## src/core/usb_ep_defines.svh

```systemverilog
// Purpose: Offsets, field positions, reset values and timing counts of the endpoint bank block.
// Assumes: 20 MHz ref_clk; APB byte addresses, one 32-bit word per register.
// Notes: Definitions only.
`ifndef USB_EP_DEFINES_SVH
`define USB_EP_DEFINES_SVH

`define REG_CTRL 8'h00
`define REG_EP_STAT 8'h04
`define REG_EP_EN 8'h08
`define REG_DATA 8'h0C
`define REG_BYTE_COUNT 8'h10
`define REG_GLB_STAT 8'h14
`define REG_FRAME 8'h18

`define CTRL_AUTO 0
`define CTRL_DMA 1
`define CTRL_ISO 2
`define CTRL_RST 3'h0

`define EPF_TX_READY 0
`define EPF_RX_DATA 1
`define EPF_SETUP_RX 2
`define EPF_STALL 3
`define EPF_OVERRUN 4
`define EPF_UNDERRUN 5
`define EPF_NAK_IN 6
`define EPF_NAK_OUT 7
`define EPS_BANK_CTL 8
`define EPS_ACCESS 9
`define EPS_DISCARD 10
`define EPS_OUT_FREE 11
`define EP_EN_RST 8'h00

`define GF_SUSPEND 0
`define GF_MICROFRAME 1
`define GF_FRAME 2
`define GF_RESET_END 3
`define GF_WAKE 4
`define GF_RESUME_END 5
`define GF_UP_RESUME 6
`define GF_BUS_POWER 7
`define GS_FNUM_CRC 8

`define CLK_HZ 20000000
`define SUSPEND_TIME_US 3000
`define SOF_MISS_TIME_US 1010
`define SUSPEND_CYCLES (`SUSPEND_TIME_US * (`CLK_HZ / 1000000))
`define SOF_MISS_CYCLES (`SOF_MISS_TIME_US * (`CLK_HZ / 1000000))

`endif

```

## src/core/usb_ep_pkg.sv

```systemverilog
// Purpose: State types of the endpoint bank block.
// Assumes: Banks of at most 255 bytes, timing counts below 65536 and 131072.
// Notes: Each module keeps its state in one of these structs, apart from the bank byte memory of in_bank_store.
package usb_ep_pkg;

  typedef logic [7:0] count_t;

  typedef struct packed {
    logic [1:0] full;
    logic [1:0][7:0] cnt;
    logic wptr;
    logic rptr;
    count_t rd_idx;
    logic [7:0] rd_data;
  } bank_state_s;

  typedef struct packed {
    logic pready;
    logic [31:0] prdata;
    logic pslverr;
    logic [2:0] ctrl;
    logic [7:0] ep_flags;
    logic [7:0] ep_en;
    logic [7:0] glb_flags;
    logic fnum_crc;
    logic [10:0] frame_number;
    logic [1:0] out_occ;
    count_t out_cnt;
    logic sof_seen;
    logic [15:0] sof_cnt;
    logic [16:0] idle_cnt;
    logic suspended;
    logic vbus_s1;
    logic vbus_s2;
    logic vbus_d;
    logic cur_free_d;
    logic eot_seen;
    logic irq;
    logic in_ready;
    logic dma_ready;
    logic out_ack;
    logic out_drop;
  } top_state_s;

endpackage

```

## src/core/usb_ep_bank_flow.sv

```systemverilog
// Purpose: Endpoint bank flow, frame timing and event flags of a USB device, behind an APB slave.
// Assumes: Link events arrive as one-cycle pulses on ref_clk; vbus_level is a raw pin.
// Notes: One IN endpoint with two banks and one two-bank OUT occupancy tracker.
//
// What this block does
// RQ1 - Manual mode: empty current IN bank sets tx ready flag, gated to interrupt.
// RQ2 - Software clears tx ready flag before writing bank data through data port.
// RQ3 - Software clears bank control after last byte or when access allowed drops.
// RQ4 - Two banks; on release a free next bank sets tx ready at once.
// RQ5 - Auto switch releases a filled bank itself and ignores bank control clears.
// RQ6 - Under auto switch software writes only while access allowed is set.
// RQ7 - DMA with auto switch frees full banks; software frees a partial bank.
// RQ8 - During DMA auto transfers software leaves data port and byte count alone.
// RQ9 - DMA without auto: clear tx ready, await access drop, clear bank control.
// RQ10 - Host aborts IN with zero length OUT; discard control frees last written bank.
// RQ11 - Iso switching swaps banks on each frame start that finds the current bank not full, and ignores bank control clears.
// RQ12 - A missing frame start is replaced internally, switching banks and counting frames.
// RQ13 - Host IN request on an empty bank sets the underrun flag.
// RQ14 - OUT packet arriving with both OUT banks full is dropped.
// RQ15 - OUT packet with CRC error sets stall flag and received data flag.
// RQ16 - Oversized OUT packet sets overrun, is acknowledged, records the bank size as its byte count.
// RQ17 - Three milliseconds of bus inactivity set the suspend flag.
// RQ18 - Frame start flags set for good frames and for frame number CRC errors.
// RQ19 - Separate flags for bus power change, upstream resume, resume end, wake, reset end.
// RQ20 - Endpoint flags for tx ready, received OUT data and received SETUP.
// RQ21 - Endpoint flags for stall, overrun, underrun, NAK on IN and NAK on OUT.
// RQ22 - Endpoint interrupt follows any enabled flag until software clears it.
`timescale 1ns/100ps
`include "usb_ep_defines.svh"
module usb_ep_bank_flow #(
  parameter int BANK_BYTES = 64,
  parameter int SUSPEND_CYCLES = `SUSPEND_CYCLES,
  parameter int SOF_MISS_CYCLES = `SOF_MISS_CYCLES
) (
  input wire logic ref_clk,
  input wire logic rst,
  input wire logic psel,
  input wire logic penable,
  input wire logic pwrite,
  input wire logic [7:0] paddr,
  input wire logic [31:0] pwdata,
  output logic [31:0] prdata,
  output logic pready,
  output logic pslverr,
  input wire logic dma_wr,
  input wire logic [7:0] dma_data,
  input wire logic dma_eot,
  output logic dma_ready,
  input wire logic in_req,
  input wire logic in_rd,
  input wire logic in_done,
  output logic in_ready,
  output logic [7:0] in_rd_data,
  input wire logic nak_in_sent,
  input wire logic nak_out_sent,
  input wire logic out_end,
  input wire logic [10:0] out_len,
  input wire logic out_crc_err,
  input wire logic setup_rx,
  output logic out_ack,
  output logic out_drop,
  input wire logic sof_pulse,
  input wire logic sof_micro,
  input wire logic [10:0] sof_fnum,
  input wire logic sof_crc_err,
  input wire logic bus_active,
  input wire logic vbus_level,
  input wire logic up_resume_sent,
  input wire logic resume_end,
  input wire logic wake_seen,
  input wire logic bus_reset_end,
  output logic endpoint_irq
);
  localparam usb_ep_pkg::count_t BANK_MAX = usb_ep_pkg::count_t'(BANK_BYTES);
  localparam logic [15:0] SOF_LAST = 16'(SOF_MISS_CYCLES - 1);
  localparam logic [16:0] SUSP_LAST = 17'(SUSPEND_CYCLES - 1);

  usb_ep_pkg::top_state_s s_reg;
  usb_ep_pkg::top_state_s s_next;

  logic acc;
  logic wr;
  logic bank_wr;
  logic [7:0] bank_wdata;
  logic bank_release;
  logic bank_kill;
  logic clear_req;
  logic clear_ok;
  logic sof_miss;
  logic cur_free;
  logic bank_ctl;
  logic access_allowed;
  logic access_next;
  usb_ep_pkg::count_t byte_count;
  logic send_ready;
  logic [7:0] ep_set;
  logic [7:0] ep_clr;
  logic [7:0] glb_set;
  logic [7:0] glb_clr;
  logic [1:0] out_inc;
  logic [1:0] out_dec;

  function automatic logic hit(input logic [7:0] a, input logic [7:0] off);
    hit = (a[7:2] == off[7:2]);
  endfunction

  in_bank_store #(.BANK_BYTES(BANK_BYTES)) u_bank (
    .ref_clk(ref_clk),
    .rst(rst),
    .wr_en(bank_wr),
    .wr_data(bank_wdata),
    .release_bank(bank_release),
    .auto_release(s_reg.ctrl[`CTRL_AUTO]),
    .kill_bank(bank_kill),
    .host_rd(in_rd),
    .host_done(in_done),
    .cur_free(cur_free),
    .bank_ctl(bank_ctl),
    .access_allowed(access_allowed),
    .access_next(access_next),
    .byte_count(byte_count),
    .send_ready(send_ready),
    .rd_data(in_rd_data)
  );

  always_comb begin
    s_next = s_reg;
    s_next.pready = 1'b0;
    s_next.pslverr = 1'b0;
    s_next.out_ack = 1'b0;
    s_next.out_drop = 1'b0;
    // The write takes effect on the edge that completes the access phase.
    acc = psel && penable && s_reg.pready;
    wr = acc && pwrite;
    ep_set = 8'h00;
    ep_clr = 8'h00;
    glb_set = 8'h00;
    glb_clr = 8'h00;
    out_inc = 2'h0;
    out_dec = 2'h0;
    sof_miss = 1'b0;

    if (s_reg.ctrl[`CTRL_DMA]) begin
      bank_wr = dma_wr;
      bank_wdata = dma_data;
    end else begin
      bank_wr = wr && hit(paddr, `REG_DATA);
      bank_wdata = pwdata[7:0];
    end

    // Bank control clears count only in manual mode, or after the DMA ended on a partial bank.
    clear_req = wr && hit(paddr, `REG_EP_STAT) && !pwdata[`EPS_BANK_CTL] && bank_ctl;
    clear_ok = clear_req && (!(s_reg.ctrl[`CTRL_AUTO] || s_reg.ctrl[`CTRL_ISO]) || s_reg.eot_seen); // RQ5 RQ7 RQ11
    bank_kill = wr && hit(paddr, `REG_EP_STAT) && pwdata[`EPS_DISCARD]; // RQ10
    if (dma_eot && s_reg.ctrl[`CTRL_DMA]) begin
      s_next.eot_seen = 1'b1;
    end else if (clear_ok) begin
      s_next.eot_seen = 1'b0;
    end

    // Frame timing: a real frame start reloads the watchdog, a silent one is substituted.
    if (sof_pulse) begin
      s_next.sof_cnt = 16'h0000;
      s_next.sof_seen = 1'b1;
      s_next.fnum_crc = sof_crc_err;
      s_next.frame_number = sof_crc_err ? s_reg.frame_number + 11'h001 : sof_fnum;
      glb_set[sof_micro ? `GF_MICROFRAME : `GF_FRAME] = 1'b1; // RQ18
    end else if (s_reg.sof_seen && !s_reg.suspended) begin
      if (s_reg.sof_cnt == SOF_LAST) begin
        sof_miss = 1'b1; // RQ12
        s_next.sof_cnt = 16'h0000;
        s_next.frame_number = s_reg.frame_number + 11'h001; // RQ12
        glb_set[`GF_FRAME] = 1'b1; // RQ12
      end else begin
        s_next.sof_cnt = s_reg.sof_cnt + 16'h0001;
      end
    end
    if (bus_reset_end) begin
      s_next.sof_seen = 1'b0;
    end
    bank_release = clear_ok || (s_reg.ctrl[`CTRL_ISO] && (sof_pulse || sof_miss)); // RQ3 RQ9 RQ11 RQ12

    // Suspend after a long idle bus; any activity restarts the count.
    if (bus_active) begin
      s_next.idle_cnt = 17'h00000;
      s_next.suspended = 1'b0;
    end else if (!s_reg.suspended) begin
      if (s_reg.idle_cnt == SUSP_LAST) begin
        s_next.suspended = 1'b1;
        glb_set[`GF_SUSPEND] = 1'b1; // RQ17
      end else begin
        s_next.idle_cnt = s_reg.idle_cnt + 17'h00001;
      end
    end

    // The power pin is raw, so the change detector compares the second stage with its delayed copy and never uses the first.
    s_next.vbus_s1 = vbus_level;
    s_next.vbus_s2 = s_reg.vbus_s1;
    s_next.vbus_d = s_reg.vbus_s2;
    glb_set[`GF_BUS_POWER] = s_reg.vbus_s2 ^ s_reg.vbus_d; // RQ19
    glb_set[`GF_UP_RESUME] = up_resume_sent; // RQ19
    glb_set[`GF_RESUME_END] = resume_end; // RQ19
    glb_set[`GF_WAKE] = wake_seen; // RQ19
    glb_set[`GF_RESET_END] = bus_reset_end; // RQ19

    // IN side: the flag rises whenever the current bank turns free, also right after a release.
    s_next.cur_free_d = cur_free;
    ep_set[`EPF_TX_READY] = cur_free && !s_reg.cur_free_d; // RQ1 RQ4 RQ20
    ep_set[`EPF_UNDERRUN] = in_req && !send_ready; // RQ13 RQ21
    ep_set[`EPF_NAK_IN] = nak_in_sent; // RQ21
    ep_set[`EPF_NAK_OUT] = nak_out_sent; // RQ21
    ep_set[`EPF_SETUP_RX] = setup_rx; // RQ20

    // OUT side: a packet with no free bank is lost, otherwise it is always acknowledged.
    if (out_end) begin
      if (s_reg.out_occ == 2'h2) begin
        s_next.out_drop = 1'b1; // RQ14
      end else begin
        out_inc = 2'h1;
        s_next.out_ack = 1'b1; // RQ16
        ep_set[`EPF_RX_DATA] = 1'b1; // RQ15 RQ16 RQ20
        ep_set[`EPF_STALL] = out_crc_err; // RQ15 RQ21
        ep_set[`EPF_OVERRUN] = out_len > 11'(BANK_BYTES); // RQ16 RQ21
        s_next.out_cnt = (out_len > 11'(BANK_BYTES)) ? BANK_MAX : out_len[7:0]; // RQ16
      end
    end
    if (wr && hit(paddr, `REG_EP_STAT) && pwdata[`EPS_OUT_FREE] && s_reg.out_occ != 2'h0) begin
      out_dec = 2'h1;
    end
    s_next.out_occ = s_reg.out_occ + out_inc - out_dec;

    // Flags clear by writing zero; a set in the same cycle wins.
    if (wr && hit(paddr, `REG_EP_STAT)) begin
      ep_clr = ~pwdata[7:0];
    end
    if (wr && hit(paddr, `REG_GLB_STAT)) begin
      glb_clr = ~pwdata[7:0];
    end
    s_next.ep_flags = (s_reg.ep_flags & ~ep_clr) | ep_set;
    s_next.glb_flags = (s_reg.glb_flags & ~glb_clr) | glb_set;
    if (wr && hit(paddr, `REG_CTRL)) begin
      s_next.ctrl = pwdata[2:0];
    end
    if (wr && hit(paddr, `REG_EP_EN)) begin
      s_next.ep_en = pwdata[7:0];
    end
    s_next.irq = |(s_next.ep_flags & s_next.ep_en); // RQ1 RQ22
    s_next.in_ready = send_ready;
    s_next.dma_ready = s_next.ctrl[`CTRL_DMA] && access_next;

    // One wait state: read data is latched together with pready.
    if (psel && penable && !s_reg.pready) begin
      s_next.pready = 1'b1;
      s_next.prdata = 32'h00000000;
      unique case (paddr[7:2])
        6'h00: s_next.prdata = {29'h00000000, s_reg.ctrl};
        6'h01: s_next.prdata = {22'h000000, access_allowed, bank_ctl, s_reg.ep_flags};
        6'h02: s_next.prdata = {24'h000000, s_reg.ep_en};
        6'h03: s_next.prdata = 32'h00000000;
        6'h04: s_next.prdata = {24'h000000, byte_count};
        6'h05: s_next.prdata = {23'h000000, s_reg.fnum_crc, s_reg.glb_flags};
        6'h06: s_next.prdata = {13'h0000, s_reg.out_cnt, s_reg.frame_number};
        default: s_next.pslverr = 1'b1;
      endcase
    end else if (acc) begin
      s_next.prdata = s_reg.prdata;
    end
  end

  always_ff @(posedge ref_clk) begin
    if (rst) begin
      s_reg <= '0;
      s_reg.ctrl <= `CTRL_RST;
      s_reg.ep_en <= `EP_EN_RST;
    end else begin
      s_reg <= s_next;
    end
  end

  assign prdata = s_reg.prdata;
  assign pready = s_reg.pready;
  assign pslverr = s_reg.pslverr;
  assign dma_ready = s_reg.dma_ready;
  assign in_ready = s_reg.in_ready;
  assign out_ack = s_reg.out_ack;
  assign out_drop = s_reg.out_drop;
  assign endpoint_irq = s_reg.irq;
endmodule // usb_ep_bank_flow

```

## src/core/in_bank_store.sv

```systemverilog
// Purpose: Two IN banks with byte storage, fill and send pointers.
// Assumes: Writes beyond a full bank are ignored.
// Notes: A kill frees the most recently released bank still waiting to go out.
`timescale 1ns/100ps
module in_bank_store #(
  parameter int BANK_BYTES = 64
) (
  input wire logic ref_clk,
  input wire logic rst,
  input wire logic wr_en,
  input wire logic [7:0] wr_data,
  input wire logic release_bank,
  input wire logic auto_release,
  input wire logic kill_bank,
  input wire logic host_rd,
  input wire logic host_done,
  output logic cur_free,
  output logic bank_ctl,
  output logic access_allowed,
  output logic access_next,
  output usb_ep_pkg::count_t byte_count,
  output logic send_ready,
  output logic [7:0] rd_data
);
  localparam usb_ep_pkg::count_t BANK_MAX = usb_ep_pkg::count_t'(BANK_BYTES);

  usb_ep_pkg::bank_state_s s_reg;
  usb_ep_pkg::bank_state_s s_next;
  logic [7:0] mem [0:2*BANK_BYTES-1];
  logic do_wr;
  int waddr;
  int raddr;

  always_comb begin
    s_next = s_reg;
    do_wr = wr_en && !s_reg.full[s_reg.wptr] && (s_reg.cnt[s_reg.wptr] < BANK_MAX);
    waddr = (s_reg.wptr ? BANK_BYTES : 0) + int'(s_reg.cnt[s_reg.wptr]);
    raddr = (s_reg.rptr ? BANK_BYTES : 0) + int'(s_reg.rd_idx);
    if (do_wr) begin
      s_next.cnt[s_reg.wptr] = s_reg.cnt[s_reg.wptr] + 8'h01;
    end
    // A bank is released by software, by a frame start, or by itself once full.
    if (!s_reg.full[s_reg.wptr] && (release_bank || (auto_release && s_next.cnt[s_reg.wptr] == BANK_MAX))) begin // RQ5 RQ7
      s_next.full[s_reg.wptr] = 1'b1;
      s_next.wptr = ~s_reg.wptr;
    end
    if (host_rd && s_reg.full[s_reg.rptr]) begin
      s_next.rd_data = mem[raddr];
      s_next.rd_idx = s_reg.rd_idx + 8'h01;
    end
    if (host_done && s_reg.full[s_reg.rptr]) begin
      s_next.full[s_reg.rptr] = 1'b0;
      s_next.cnt[s_reg.rptr] = 8'h00;
      s_next.rd_idx = 8'h00;
      s_next.rptr = ~s_reg.rptr;
    end
    if (kill_bank && s_reg.full[~s_reg.wptr]) begin // RQ10
      s_next.full[~s_reg.wptr] = 1'b0;
      s_next.cnt[~s_reg.wptr] = 8'h00;
      // Sending resumes at the older full bank, or else at the bank now being filled.
      if (s_reg.rptr != s_reg.wptr) begin
        s_next.rd_idx = 8'h00;
      end
      s_next.rptr = s_reg.wptr;
    end
  end

  always_ff @(posedge ref_clk) begin
    if (rst) begin
      s_reg <= '0;
    end else begin
      s_reg <= s_next;
    end
  end

  always_ff @(posedge ref_clk) begin
    if (do_wr) begin
      mem[waddr] <= wr_data;
    end
  end

  assign cur_free = !s_reg.full[s_reg.wptr] && s_reg.cnt[s_reg.wptr] == 8'h00;
  assign bank_ctl = !s_reg.full[s_reg.wptr];
  assign access_allowed = !s_reg.full[s_reg.wptr] && s_reg.cnt[s_reg.wptr] < BANK_MAX;
  assign access_next = !s_next.full[s_next.wptr] && s_next.cnt[s_next.wptr] < BANK_MAX;
  assign byte_count = s_reg.cnt[s_reg.wptr];
  assign send_ready = s_reg.full[s_reg.rptr];
  assign rd_data = s_reg.rd_data;
endmodule // in_bank_store

```

## config.mk

```make
export PLATFORM = sky130hd
export DESIGN_NAME = usb_ep_bank_flow
export DESIGN_NICKNAME = d
export VERILOG_FILES = /design/src/core/usb_ep_pkg.sv /design/src/core/usb_ep_bank_flow.sv /design/src/core/in_bank_store.sv
export VERILOG_INCLUDE_DIRS = /design/src /design/src/core
export SDC_FILE = /design/constraint.sdc
export NUM_CORES = 1
export LEC_CHECK = 0
export BUFFER_PORTS_ARGS = -buffer_cell sky130_fd_sc_hd__buf_2
export CORE_MARGIN = 1.5
export CORE_UTILIZATION = 40
export DETAILED_ROUTE_END_ITERATION = 16
export GPL_TIMING_DRIVEN = 0
export SYNTH_ARGS = -nofsm -noshare
export SYNTH_HDL_FRONTEND = slang
export SYNTH_SLANG_ARGS = --single-unit
```

## constraint.sdc

```tcl
create_clock -name ref_clk -period 14.94 [get_ports ref_clk]
set_input_delay 4.482 -clock ref_clk [delete_from_list [all_inputs] [get_ports ref_clk]]
set_output_delay 4.482 -clock ref_clk [all_outputs]
set_load 0.01 [all_outputs]
```

==> impl_metrics.toml <==
[power]
ir_worst_vdd_mv = 0.0983
p_sw_share_pct = 20.5
combinationalPowerShare_pct = 1.8
pwr-share-seq_pct = 54.2
p_clk_share_pct = 43.9
p_int_mw = 5.24
p_switching_mw = 1.35
leakage_nw = 16.5
power_mw = 6.59
p_per_area_mw_per_mm2 = 123

[global_routing]
antenna_found_initial = 4
grt.overflow.total = 0
grt_pass1_vias = 25100
grt_pass1_wl_um = 172000
grt_max_degree = 89
grt_usage_pct = 19.8

[setup_path]
crit_path_max_fanout = 10
path_cells = "buf_2 > nor3_1 > a32o_2 > nand2_1 > nor2_1 > nand2_1 > clkbuf_1 > nor2_1"
cpMaxStageDelayCell = "nor2_1"
path_buf_inv = 2
crit_family = "simple AND/OR/NAND/NOR gates"
max_stage_delay_ns = 0.92
path_class = "in2reg"
critPathLaunchType = "input port"
end_kind = "register"
cp.required_ns = 15.27
worstPathArrival_ns = 8.17

[clocking]
htree_num_levels = 3
insertion_delay_ns = 0.72
cts-resized-gates = 0
cts_sinks = 1174
cts_tree = "done"
postCtsSetupBuffers = 0
cts_buffer_depth = 3
numCtsBuffers = 116
cts.clk_slew.worst_paths_ns = 0.06
cts_hold_buf = 0
root_buffer = "clkbuf_16"

[timing]
maxSlewViolCount = 0
slew_headroom_pct = 9.34
fin_ws_ns = 7.10
fin_skew_ns = 0.0337
setup_viol = 0
hold_viol = 0
worst_pin_slew_ns = 1.36
max_clock_freq_mhz = 128
period_share_pct = 52.5
grt_setup_unrepaired = "false"
fin_crit_ns = 7.84
whs_ns = 0.440

[floorplan]
io_pins = 141
start_util_pct = 40.3
dieArea_mm2 = 0.119
rows = 125
fp.dieW_um = 345
fp.dieH_um = 345
core-area_mm2 = 0.116

[finish]
drive_gt1_share_pct = 24.9
num-nets-final = 2886
area_growth_pct = 14.2
largest_register_ffs = 1024
design_area_mm2 = 0.0535

[logic_synthesis]
synth_cell_types = 65
synthFlopType = "edfxtp_1"
yosys-top-cells-area = "edfxtp_1 66%, mux4_2 16%, dfxtp_1 6.4%"
ys_async_sr_fraction_pct = 0
yosysSeqAreaShare_pct = 72.1
yosysTopAreaCell = "edfxtp_1"
synth_area_mm2 = 0.0468
avgSynthCellArea_um2 = 18.5
yosysTopAreaCellShare_pct = 65.6
yosys_warnings = 0
synth_edf_count = 1024
synth_cells = 2537
yosysMostFrequentCell = "edfxtp_1"
synthTopCellsByCount = "1,024 x edfxtp_1, 336 x mux4_2, 253 x nor2_1"
yosys_register_bits = 1174

[place]
gp_congestion = 0.897
placed_cell_area_mm2 = 0.0497
dp_hpwl_um = 81000
dp_slack_ns = 6.53
io_buffer_count = 103

[route]
dr.pass1.iters = 6
routed_wl_um = 119000
vias = 24800
drtIter0Drc = 2631
ant_nets = 0
vias_per_cell = 5.64
wl_per_cell_um = 27.0
drt_drc_violations_left = 0

[run]
drv_cap = 0

[status]
status = "completed"

[hold_path]
hold_class = "reg2reg"
[cell families after synthesis]
group | after synthesis | synth area share (%)
mux | 379 | 17.1
other cells | 1 | 0.00801
simple gates | 518 | 4.97
xor+xnor | 47 | 0.879
flops | 1174 | 72.1
buf+inv | 203 | 2.10
compound gates | 207 | 2.67
fa+ha+maj | 8 | 0.214
[final timing paths]
path,from,endpoint,slack (ns),depth (start not counted)
min reg2reg,s_next[8],s_next[7],0.44,1
max reg2reg,u_bank.s_reg[9],u_bank.rd_data[4],10.59,8
min,s_next[8],s_next[7],0.44,1
max,paddr[5],u_bank.mem[56][2],7.10,8
[placed cells by master (no fill, tap or decap), types with 6 or more instances in the layout]
cell       netlist  layout
nand2_1        122     122
dfxtp_1        150     150
ha_1             8       8
mux4_2         336     336
mux2_4           0       6
buf_16           0      10
a22oi_1         12      12
nor2_1         253     253
nand4_1         17      17
or3_1            9       9
edfxtp_1      1024    1024
nor2b_1         11      11
clkbuf_16        0     116
clkinv_1         0      26
and2_1           6       6
mux2i_1         33      33
a21oi_1         84      84
and3_1          17      17
bufinv_16        0      10
o22ai_1         10      10
clkbuf_1        85     104
buf_2           23     126
clkbuf_8         0       8
xnor2_1         18      18
or2_2            6       6
buf_1           20      20
clkinv_2         0      21
xor2_1          29      29
o21ai_0         46      44
buf_4           50      50
conb_1           1      13
nand3_1         30      30
a211oi_1        15      15
inv_1           24      24
nor3_1          12      12
[per-stage QoR]
step / setup TNS [ns] / cells / utilization, %
finish: 0 / 4405 / 46.0
global route: 0 / 4404 / 46.0
CTS: 0 / 4402 / 46.0
detailed placement: 0 / 4190 / 42.8
global placement: -666.02 / 4176 / 42.4
floorplan: 0 / 2549 / -
[worst register-to-register path: cells and delay by family (launching register included)]
family	cells	cell delay, ns
AO/OA/AOI/OAI	1	0.10
flip-flops	1	0.34
multiplexers	4	1.86
buffers and inverters	3	1.90
[area by class of cell]
cell class / instances / area, µm²
diodes: 3 / 7.51
plain buffers: 179 / 896
clock buffers: 143 / 3080
clock inverters: 69 / 708
fillers: 9752 / 62700
inverters: 24 / 90.1
multi-input cells: 1172 / 12200
flip-flops and latches: 1174 / 33800
well taps: 1524 / 1910
repair buffers: 117 / 871
[power by group through the flow]
stage               Sequential [mW]  Combinational [mW]  Clock [mW]
floorplan                      3.65              0.0557           0
global placement               3.66               0.104           0
detailed placement             3.65               0.122           0
CTS                            3.58               0.122        2.94
global route                   3.57               0.133        3.06
finish                         3.58               0.121        2.90
[per-layer routing]
layer	GRT usage (%)	vias up	part of all wire, %
met3	3.96	172	7.4
met1	27.4	13100	42
met2	31.9	914	48
met4	5.49	2	2.4
met5	0	-	0.017
li1	-	10600	-
(Power assumes the default switching activity.)
